File: src/logic/ddsfo_pkg.sv
package ddsfo_pkg;

   // ************************************************************
   // Register map, byte addresses on the APB.
   // ************************************************************
   localparam logic [7:0] ADDR_CHAR   = 8'h00;
   localparam logic [7:0] ADDR_STATUS = 8'h04;
   localparam logic [7:0] ADDR_HOLD   = 8'h08;
   localparam logic [7:0] ADDR_AFREQ  = 8'h0c;
   localparam logic [7:0] ADDR_BFREQ  = 8'h10;
   localparam logic [7:0] ADDR_TEMP   = 8'h14;
   localparam logic [7:0] ADDR_PRODLO = 8'h18;
   localparam logic [7:0] ADDR_PRODHI = 8'h1c;
   localparam logic [7:0] ADDR_ASCALE = 8'h20;
   localparam logic [7:0] ADDR_BSCALE = 8'h24;
   localparam logic [7:0] ADDR_ERRCLR = 8'h28;
   localparam logic [7:0] ADDR_PROMPT = 8'h2c;

   // ************************************************************
   // Reset values and field positions.
   // ************************************************************
   localparam logic [31:0] DEF_LOAD   = 32'h0000_8637;
   localparam logic [31:0] DEF_SCALE  = 32'h225c_17d0;
   localparam logic [7:0]  CTRL_BYTE  = 8'h00;
   localparam int          LOAD_LSB   = 24;
   localparam int          LOAD_MSB   = 55;
   localparam logic [5:0]  SHIFT_BITS = 6'd40;
   localparam logic [3:0]  SCLK_DIV   = 4'd4;
   localparam int          ST_BUSY    = 0;
   localparam int          ST_HEX     = 1;
   localparam int          ST_ENTRY   = 2;
   localparam int          ST_ERRS    = 8;
   localparam int          PR_VALID   = 8;

   // ************************************************************
   // Characters understood by the interpreter.
   // ************************************************************
   localparam logic [7:0] CH_HEX = 8'h24;
   localparam logic [7:0] CH_DEC = 8'h23;
   localparam logic [7:0] CH_CR  = 8'h0d;
   localparam logic [7:0] CH_SP  = 8'h20;
   localparam logic [7:0] CH_LA  = 8'h61;
   localparam logic [7:0] CH_LB  = 8'h62;
   localparam logic [7:0] CH_LZ  = 8'h7a;
   localparam logic [7:0] CH_UA  = 8'h41;
   localparam logic [7:0] CH_UB  = 8'h42;
   localparam logic [7:0] CH_LY  = 8'h79;
   localparam logic [7:0] CH_UY  = 8'h59;
   localparam logic [7:0] CH_LH  = 8'h68;
   localparam logic [7:0] CH_UH  = 8'h48;

   typedef enum logic [2:0] {
      S_IDLE   = 3'b000,
      S_CONV   = 3'b001,
      S_LOAD   = 3'b010,
      S_SHIFT  = 3'b011,
      S_STROBE = 3'b100
   } ddsfo_state_t;

   typedef enum logic [3:0] {
      OP_SEND = 4'h0,
      OP_MIRA = 4'h1,
      OP_MIRB = 4'h2,
      OP_CHGA = 4'h3,
      OP_CHGB = 4'h4,
      OP_SETA = 4'h5,
      OP_SETB = 4'h6,
      OP_DIRA = 4'h7,
      OP_DIRB = 4'h8
   } ddsfo_op_t;

   typedef enum logic [1:0] {
      E_NONE = 2'b00,
      E_HEX  = 2'b01,
      E_DEC  = 2'b10
   } ddsfo_entry_t;

endpackage : ddsfo_pkg

File: src/logic/ddsfo_top.sv
`timescale 1ns/1ps
// Summary of operation
// - Reset loads hold and both words with 1 kHz.
// - Words are 32 bits; hold reads as hex.
// - Send-both loads A from first, B from second.
// - Load both chips, then one shared strobe.
// - Legacy a and b commands act like send-both.
// - Mirror commands load both chips from one word.
// - Mirror commands leave channel words untouched.
// - Dollar means hex, hash decimal; radix remembered.
// - Enter or space ends entry; prompt shows errors.
// - Numeric entry changes only the holding word and radix.
// - Change-and-output stores word and updates chip.
// - Hex hold copied unchanged; decimal hold converted.
// - Hold and radix kept until next entry.
// - Set-only commands store word, outputs untouched.
// - Direct output drives chip from hold, words untouched.
// - Decimal direct: product, then temp, then transmit.
// - Hex direct: copy hold to temp, transmit from hold.
// - Other chip loads from its own word.
// - Send commands leave holding word unchanged.
// - Conversion multiplies into a 64-bit product.
// - Load is four frequency bytes plus control byte.
module ddsfo_top (
   input  wire logic        pclk,
   input  wire logic        presetn,
   input  wire logic        psel,
   input  wire logic        penable,
   input  wire logic        pwrite,
   input  wire logic [7:0]  paddr,
   input  wire logic [31:0] pwdata,
   output logic      [31:0] prdata,
   output logic             pready,
   output logic             pslverr,
   output logic             dds_sclk,
   output logic             dds_data_a,
   output logic             dds_data_b,
   output logic             shared_update_strobe
);
   import ddsfo_pkg::*;

   // ************************************************************
   // State.
   // ************************************************************
   ddsfo_state_t state_q;
   ddsfo_op_t    op_q;
   ddsfo_entry_t entry_q;
   logic [31:0]  hold_q, afreq_q, bfreq_q, temp_q, acc_q;
   logic [31:0]  ascale_q, bscale_q;
   logic [63:0]  prod_q;
   logic         hex_q, zpend_q, prompt_q;
   logic [7:0]   errs_q;
   logic [39:0]  sh_a_q, sh_b_q;
   logic [5:0]   bits_q;
   logic [3:0]   div_q;
   logic         tick, sclk_q;

   // ************************************************************
   // APB decode and character parsing.
   // ************************************************************
   logic         wr_en, rd_en, char_wr, busy;
   logic [7:0]   ch;
   logic [3:0]   dig;
   logic         dig_ok, is_term, cmd_go;
   ddsfo_op_t    cmd_op;
   logic [31:0]  conv_in, conv_scale, load_v, word_a, word_b;
   logic [63:0]  prod_d;

   // Mapped addresses; anything else answers with an error.
   function automatic logic mapped(input logic [7:0] a);
      mapped = (a <= ADDR_PROMPT) && (a[1:0] == 2'b00);
   endfunction

   // The slave is always ready; every access ends in its access cycle.
   assign pready  = 1'b1;
   assign wr_en   = psel && penable && pwrite;
   assign rd_en   = psel && penable && !pwrite;
   assign busy    = (state_q != S_IDLE);
   assign char_wr = wr_en && (paddr == ADDR_CHAR) && !busy;
   assign ch      = pwdata[7:0];
   assign is_term = (ch == CH_CR) || (ch == CH_SP);
   assign pslverr = psel && penable && (!mapped(paddr) ||
                    (pwrite && (paddr == ADDR_CHAR) && busy));

   // Digit value of the character under the current radix.
   always_comb begin
      dig    = 4'h0;
      dig_ok = 1'b0;
      if (ch >= 8'h30 && ch <= 8'h39) begin
         dig    = ch[3:0];
         dig_ok = 1'b1;
      end else if (entry_q == E_HEX && ((ch >= 8'h61 && ch <= 8'h66) ||
                   (ch >= 8'h41 && ch <= 8'h46))) begin
         dig    = 4'(ch[3:0] + 4'h9);
         dig_ok = 1'b1;
      end
   end

   // Command letter decode; a pending z resolves on the next character.
   always_comb begin
      cmd_go = 1'b0;
      cmd_op = OP_SEND;
      if (char_wr && entry_q == E_NONE) begin
         if (zpend_q) begin
            cmd_go = 1'b1;
            if (ch == CH_LA) begin
               cmd_op = OP_MIRA;
            end else if (ch == CH_LB) begin
               cmd_op = OP_MIRB;
            end
         end else begin
            cmd_go = 1'b1;
            unique case (ch)
               CH_LA, CH_LB: cmd_op = OP_SEND;
               CH_UA:        cmd_op = OP_CHGA;
               CH_UB:        cmd_op = OP_CHGB;
               CH_LY:        cmd_op = OP_SETA;
               CH_UY:        cmd_op = OP_SETB;
               CH_LH:        cmd_op = OP_DIRA;
               CH_UH:        cmd_op = OP_DIRB;
               default:      cmd_go = 1'b0;
            endcase
         end
      end
   end

   // Numeric entry: prefix, digits, terminator; a bad digit abandons it.
   always_ff @(posedge pclk or negedge presetn) begin
      if (!presetn) begin
         entry_q <= E_NONE;
         acc_q   <= 32'h0;
         zpend_q <= 1'b0;
      end else if (char_wr) begin
         if (entry_q != E_NONE) begin
            if (is_term) begin
               entry_q <= E_NONE;
            end else if (!dig_ok) begin
               entry_q <= E_NONE;
            end else if (entry_q == E_HEX) begin
               acc_q <= {acc_q[27:0], dig};
            end else begin
               acc_q <= (acc_q << 3) + (acc_q << 1) + {28'h0, dig};
            end
         end else if (zpend_q) begin
            zpend_q <= 1'b0;
         end else if (ch == CH_HEX) begin
            entry_q <= E_HEX;
            acc_q   <= 32'h0;
         end else if (ch == CH_DEC) begin
            entry_q <= E_DEC;
            acc_q   <= 32'h0;
         end else if (ch == CH_LZ) begin
            zpend_q <= 1'b1;
         end
      end
   end

   // The holding word and radix change only when an entry completes.
   always_ff @(posedge pclk or negedge presetn) begin
      if (!presetn) begin
         hold_q <= DEF_LOAD;
         hex_q  <= 1'b1;
      end else if (char_wr && entry_q != E_NONE && is_term) begin
         hold_q <= acc_q;
         hex_q  <= (entry_q == E_HEX);
      end
   end

   // Error count and prompt flag; a new prompt wins over a read clear.
   always_ff @(posedge pclk or negedge presetn) begin
      if (!presetn) begin
         errs_q   <= 8'h00;
         prompt_q <= 1'b0;
      end else begin
         if (char_wr && ((entry_q != E_NONE && !is_term && !dig_ok) ||
             (entry_q == E_NONE && !zpend_q && !cmd_go && ch != CH_HEX &&
              ch != CH_DEC && ch != CH_LZ && !is_term))) begin
            errs_q <= 8'(errs_q + 8'h01);
         end else if (wr_en && paddr == ADDR_ERRCLR) begin
            errs_q <= 8'h00;
         end
         if (char_wr && entry_q != E_NONE && is_term) begin
            prompt_q <= 1'b1;
         end else if (rd_en && paddr == ADDR_PROMPT) begin
            prompt_q <= 1'b0;
         end
      end
   end

   // Scaling words are software writable.
   always_ff @(posedge pclk or negedge presetn) begin
      if (!presetn) begin
         ascale_q <= DEF_SCALE;
         bscale_q <= DEF_SCALE;
      end else if (wr_en && paddr == ADDR_ASCALE) begin
         ascale_q <= pwdata;
      end else if (wr_en && paddr == ADDR_BSCALE) begin
         bscale_q <= pwdata;
      end
   end

   // ************************************************************
   // Conversion and word selection.
   // ************************************************************
   // Product of frequency and scale; load taken from bits 55:24.
   assign conv_in    = hold_q;
   assign conv_scale = (op_q == OP_CHGB || op_q == OP_SETB ||
                        op_q == OP_DIRB) ? bscale_q : ascale_q;
   assign prod_d     = 64'(conv_in) * 64'(conv_scale);
   assign load_v     = hex_q ? hold_q : prod_q[LOAD_MSB:LOAD_LSB];

   // Words heading for each chip for the current operation.
   always_comb begin
      word_a = afreq_q;
      word_b = bfreq_q;
      unique case (op_q)
         OP_MIRA: word_b = afreq_q;
         OP_MIRB: word_a = bfreq_q;
         OP_CHGA: word_a = load_v;
         OP_CHGB: word_b = load_v;
         OP_DIRA: word_a = load_v;
         OP_DIRB: word_b = load_v;
         default: word_a = afreq_q;
      endcase
   end

   // ************************************************************
   // Command sequencer.
   // ************************************************************
   // Send and mirror steps skip conversion; hold use steps pass through it.
   always_ff @(posedge pclk or negedge presetn) begin
      if (!presetn) begin
         state_q <= S_IDLE;
         op_q    <= OP_SEND;
      end else begin
         unique case (state_q)
            S_IDLE: begin
               if (cmd_go) begin
                  op_q    <= cmd_op;
                  state_q <= (cmd_op == OP_SEND || cmd_op == OP_MIRA ||
                              cmd_op == OP_MIRB) ? S_LOAD : S_CONV;
               end
            end
            S_CONV: state_q <= S_LOAD;
            S_LOAD: begin
               state_q <= (op_q == OP_SETA || op_q == OP_SETB) ?
                          S_IDLE : S_SHIFT;
            end
            S_SHIFT: begin
               if (tick && sclk_q && bits_q == SHIFT_BITS - 6'd1) begin
                  state_q <= S_STROBE;
               end
            end
            S_STROBE: begin
               if (tick) begin
                  state_q <= S_IDLE;
               end
            end
            default: state_q <= S_IDLE;
         endcase
      end
   end

   // Product word for decimal entries.
   always_ff @(posedge pclk or negedge presetn) begin
      if (!presetn) begin
         prod_q <= 64'h0;
      end else if (state_q == S_CONV && !hex_q) begin
         prod_q <= prod_d;
      end
   end

   // Channel words change only on change or set commands.
   always_ff @(posedge pclk or negedge presetn) begin
      if (!presetn) begin
         afreq_q <= DEF_LOAD;
         bfreq_q <= DEF_LOAD;
      end else if (state_q == S_LOAD) begin
         if (op_q == OP_CHGA || op_q == OP_SETA) begin
            afreq_q <= load_v;
         end
         if (op_q == OP_CHGB || op_q == OP_SETB) begin
            bfreq_q <= load_v;
         end
      end
   end

   // Temporary word holds the direct output value.
   always_ff @(posedge pclk or negedge presetn) begin
      if (!presetn) begin
         temp_q <= 32'h0;
      end else if (state_q == S_LOAD && (op_q == OP_DIRA || op_q == OP_DIRB)) begin
         temp_q <= load_v;
      end
   end

   // ************************************************************
   // Serial link to the two chips.
   // ************************************************************
   // Bit-rate enable from a divider of pclk.
   always_ff @(posedge pclk or negedge presetn) begin
      if (!presetn) begin
         div_q <= 4'h0;
      end else if (state_q == S_SHIFT || state_q == S_STROBE) begin
         div_q <= (div_q == SCLK_DIV - 4'd1) ? 4'h0 : 4'(div_q + 4'd1);
      end else begin
         div_q <= 4'h0;
      end
   end
   assign tick = (div_q == SCLK_DIV - 4'd1);

   // Both chips shift together, least significant bit first.
   always_ff @(posedge pclk or negedge presetn) begin
      if (!presetn) begin
         sh_a_q <= 40'h0;
         sh_b_q <= 40'h0;
         bits_q <= 6'd0;
         sclk_q <= 1'b0;
      end else if (state_q == S_LOAD) begin
         sh_a_q <= {CTRL_BYTE, word_a};
         sh_b_q <= {CTRL_BYTE, word_b};
         bits_q <= 6'd0;
         sclk_q <= 1'b0;
      end else if (state_q == S_SHIFT && tick) begin
         sclk_q <= !sclk_q;
         if (sclk_q) begin
            sh_a_q <= {1'b0, sh_a_q[39:1]};
            sh_b_q <= {1'b0, sh_b_q[39:1]};
            bits_q <= 6'(bits_q + 6'd1);
         end
      end
   end

   // Link pins come straight from flip-flops or the state register.
   assign dds_sclk             = sclk_q;
   assign dds_data_a           = sh_a_q[0];
   assign dds_data_b           = sh_b_q[0];
   assign shared_update_strobe = (state_q == S_STROBE);

   // ************************************************************
   // Read data.
   // ************************************************************
   always_comb begin
      prdata = 32'h0;
      if (rd_en) begin
         unique case (paddr)
            ADDR_STATUS: begin
               prdata[ST_BUSY]            = busy;
               prdata[ST_HEX]             = hex_q;
               prdata[ST_ENTRY]           = (entry_q != E_NONE);
               prdata[ST_ERRS +: 8]       = errs_q;
            end
            ADDR_HOLD:   prdata = hold_q;
            ADDR_AFREQ:  prdata = afreq_q;
            ADDR_BFREQ:  prdata = bfreq_q;
            ADDR_TEMP:   prdata = temp_q;
            ADDR_PRODLO: prdata = prod_q[31:0];
            ADDR_PRODHI: prdata = prod_q[63:32];
            ADDR_ASCALE: prdata = ascale_q;
            ADDR_BSCALE: prdata = bscale_q;
            ADDR_PROMPT: begin
               prdata[PR_VALID] = prompt_q;
               prdata[3:0]      = errs_q[3:0];
            end
            default:     prdata = 32'h0;
         endcase
      end
   end

endmodule // ddsfo_top

File: config.mk
export PLATFORM = sky130hd
export DESIGN_NAME = ddsfo_top
export DESIGN_NICKNAME = d
export VERILOG_FILES = /design/src/logic/ddsfo_pkg.sv /design/src/logic/ddsfo_top.sv
export SDC_FILE = /design/constraint.sdc
export NUM_CORES = 2
export LEC_CHECK = 0
export BUFFER_PORTS_ARGS = -buffer_cell sky130_fd_sc_hd__buf_2
export CAP_MARGIN = 20
export CORE_MARGIN = 1.5
export CORE_UTILIZATION = 36
export DETAILED_ROUTE_END_ITERATION = 12
export GPL_TIMING_DRIVEN = 1
export PLACE_DENSITY_LB_ADDON = 0.3
export SLEW_MARGIN = 20
export SYNTH_ARGS = -nofsm -noshare
export SYNTH_HDL_FRONTEND = slang
export SYNTH_SLANG_ARGS = --single-unit
File: constraint.sdc
create_clock -name pclk -period 9.5 [get_ports pclk]
set_input_delay 0 -clock pclk [delete_from_list [all_inputs] [get_ports pclk]]
set_output_delay 0 -clock pclk [all_outputs]
set_load 0.01 [all_outputs]
==> impl_results.md <==
* Gr ovfl total at 0
* Max reg flops at 64
* Skew final at ~48 ps
* DRT Pass-1 Iters at 7
* Fin crit period at 9030 ps
* RR Endpoint: prod_q[47]
* Fmax at 0.111 GHz
* Hold WS at 40.5 ps
* RD Place Congestion at 0.956
* Cell Pwr Density at 73.9 nW/µm²
* CTS Buffer Depth at 3
* Root Buffer Master: clkbuf_16
* Cells after Synth at 5,862
* Initial antenna violation count at 9
* Seq/Total Area, Yosys at 0.179
* Crit path max fanout at 32
* Detailed Route WL at around 180,000 µm
* Hold Path Class: in2async
* Crit path to: prod_q[47]
* Number of synthesized flops with an enable pin at 0
* Critical Path Start: op_q[2]
* Arr. time, crit path at about 9400 ps
* Synth Area in Compound Gates at 0.110
* Worst-case reg-to-reg path depth at 25
* First-pass GRT wire length at approximately 270,000 µm
* Residual DRC count at 0
* Setup ws final at 472 ps
* Mux share of post-synthesis cell area at 0.0337
* RR Startpoint: op_q[2]
* Routed len/inst at 23.1 µm
* Die area at around 150,000 µm²
* Vias in the first global route at ~44k
* Post-synthesis xor/xnor area fraction at 0.0169
* Fill cell count at 14.8k
* CTS tree: yes
* Crit path max-delay cell type: fa_1
* Status: complete, no violations
* Max cap viols at 0
* Slew @ Worst Pin at approximately 1100 ps
* Syn Area/Cell at 9.18 µm²
* Vias per inst at 5.44
* Yosys reg bits at 383
* Setup Viol. Count Final at 0
* Antenna-violating nets left at 0
* Cell Area, Placed at 56,300 µm²
* CP Class: reg2reg
* Most frequent cells in the layout: fa_1, inv_1, nand2_1, and2_1, ha_1
* Synth Flop Type: dfrtp_1
* Setup crit end kind: register
* CTS sink count at 383
* Post-Synth Adder-Cell Area at 0.410
* Max-slew violation count at 0
* DR iter-0 viols at approximately 3.7k
* Mapped Area at about 54,000 µm²
* Largest family of logic cells by synthesized area: adder cells
* Netlist cell types at 80
* Post-route cell area at 58,000 µm²
* Largest net degree at the start of global routing at 153
* Starting Density at 0.363
* TritonCTS buffer count at 41
* Chip height at 390 µm
* # IOs at 83
* Area Growth Syn to Fin at 7.85%
* Die Width at 390 µm
* Proportion of layout cells with a drive suffix above 1 at 0.0859
* GRT Resource Usage Total at 0.237
* Yosys warnings at 0
* Final net count at 7,015
* Critical path launch point type: register
* Clk pin slew, worst setup/hold paths at 70 ps
* HPWL after DPL at around 140,000 µm
* VDD IR max at 0.123 mV
* RSZ-0062 raised after global routing: false
* R2R Setup Slk at 470 ps
* Vias at 41.9k
* Commonest non-fill, non-tap cell in the layout: fa_1
* Simple-gate share of the synthesized area at 0.160
* TNS Setup at 0 ps
* Slew Limit Headroom at 0.237
* Final Hold Viols at 0
* Fraction of registers with async set/reset at 1.00
* Site row count at 141
* Lkg Pwr at 27.7 nW
* Biggest register: prod_q
* Synthesized Nets at 7,133
* CP max stage delay at around 630 ps
* Crit share post-route at 0.950
* CTS H-tree depth at 2
* CP Data Required Time at 9890 ps
* # port buffers at 81
* Top cell by count, worst path: fa_1
* Clock latency on the worst-skew pair at just under 600 ps
* Core Region at 148,000 µm²
* Postcts setup bufs at 0
* Post-Place Setup Slack at 521 ps
[cells in the mapped netlist (all sizes together) (62+ instances only)]
library cell,count,area (µm²)
fa,898,18000
inv,880,3300
nand2,862,3240
and2,525,3280
clkbuf,357,1340
dfrtp,332,8310
ha,328,4100
o21ai,255,1290
a21oi,172,865
nor2,161,604
mux2,127,1430
a22oi,111,833
a31oi,89,584
nor2b,73,457
xnor2,72,631
a211oi,71,533
a21o,62,465
[where the power goes]
group          switching (mW)  leakage, nW  internal, mW
Clock                   0.726        0.676         0.935
Combinational           0.484         22.1         0.241
Sequential              0.103         5.00          1.80
[kinds of logic (layout without fill, tap and decap cells)]
logic type	after synthesis	in the layout
muxes	165	165
adders and majority gates	1226	1226
xor gates and xnor gates	104	104
DFF	383	383
AOI/OAI and AO/OA	915	915
other	1	2
and+or+nand+nor	1787	1787
buffers and inverters	1281	1196
[worst min-delay path by stage]
stage	endpoint	cells past startpoint	from	slack (ps)
after detailed placement	acc_q[10]	1	presetn	130
after CTS	ascale_q[5]	2	pwdata[5]	9
after global placement	acc_q[10]	1	presetn	120
after global routing	ascale_q[5]	2	pwdata[5]	10
after floorplan	acc_q[0]	0	presetn	-300
final	acc_q[10]	2	presetn	40
[final cells by class]
type | count | area (µm²) | share of cell area
multi-input combinational | 4198 | 39500 | 0.680
antenna | 1 | 2.50 | 0.0000431
timing repair buffer | 240 | 1810 | 0.0313
clock inverter | 12 | 118 | 0.00203
tap | 1930 | 2410 | 0.0416
clock buffer | 64 | 1240 | 0.0214
inverter | 880 | 3300 | 0.0569
sequential | 383 | 9660 | 0.166
[per-layer routing]
layer | share of wire | up-vias | GRT usage
met2 | 0.47 | 1570 | 0.386
li1 | - | 18300 | -
met1 | 0.42 | 21800 | 0.322
met4 | 0.044 | 4 | 0.0852
met5 | 0.00019 | - | 0
met3 | 0.071 | 304 | 0.0320
[critical path, delay by kind of cell, from the launching register on]
family	cells	cell delay [ps]
adder cells (fa/ha/maj)	9	4500
AO/OA/AOI/OAI	8	1860
multiplexers	1	620
AND/OR/NAND/NOR	3	600
flip-flops	1	520
buffers and inverters	3	380
XOR/XNOR	1	270
[timing repair]
action | 4_1_cts | 5_1_grt
endpoints found under the hold margin | 161 | 0
hold buffers | 34 | 0
resized for setup | 0 | 1
setup endpoints to repair | 0 | 1
[through the flow]
| step | instances | total power [mW] | util |
|---|---|---|---|
| 3_3_place_gp | 7596 | 2.62 | 0.380 |
| 3_5_place_dp | 7596 | 2.64 | 0.380 |
| 4_1_cts | 7706 | 4.30 | 0.392 |
| 5_1_grt | 7707 | 4.48 | 0.392 |
| 6_report | 7708 | 4.29 | 0.392 |
| 2_1_floorplan | 5862 | 2.39 | - |
(Power assumes the default switching activity.)
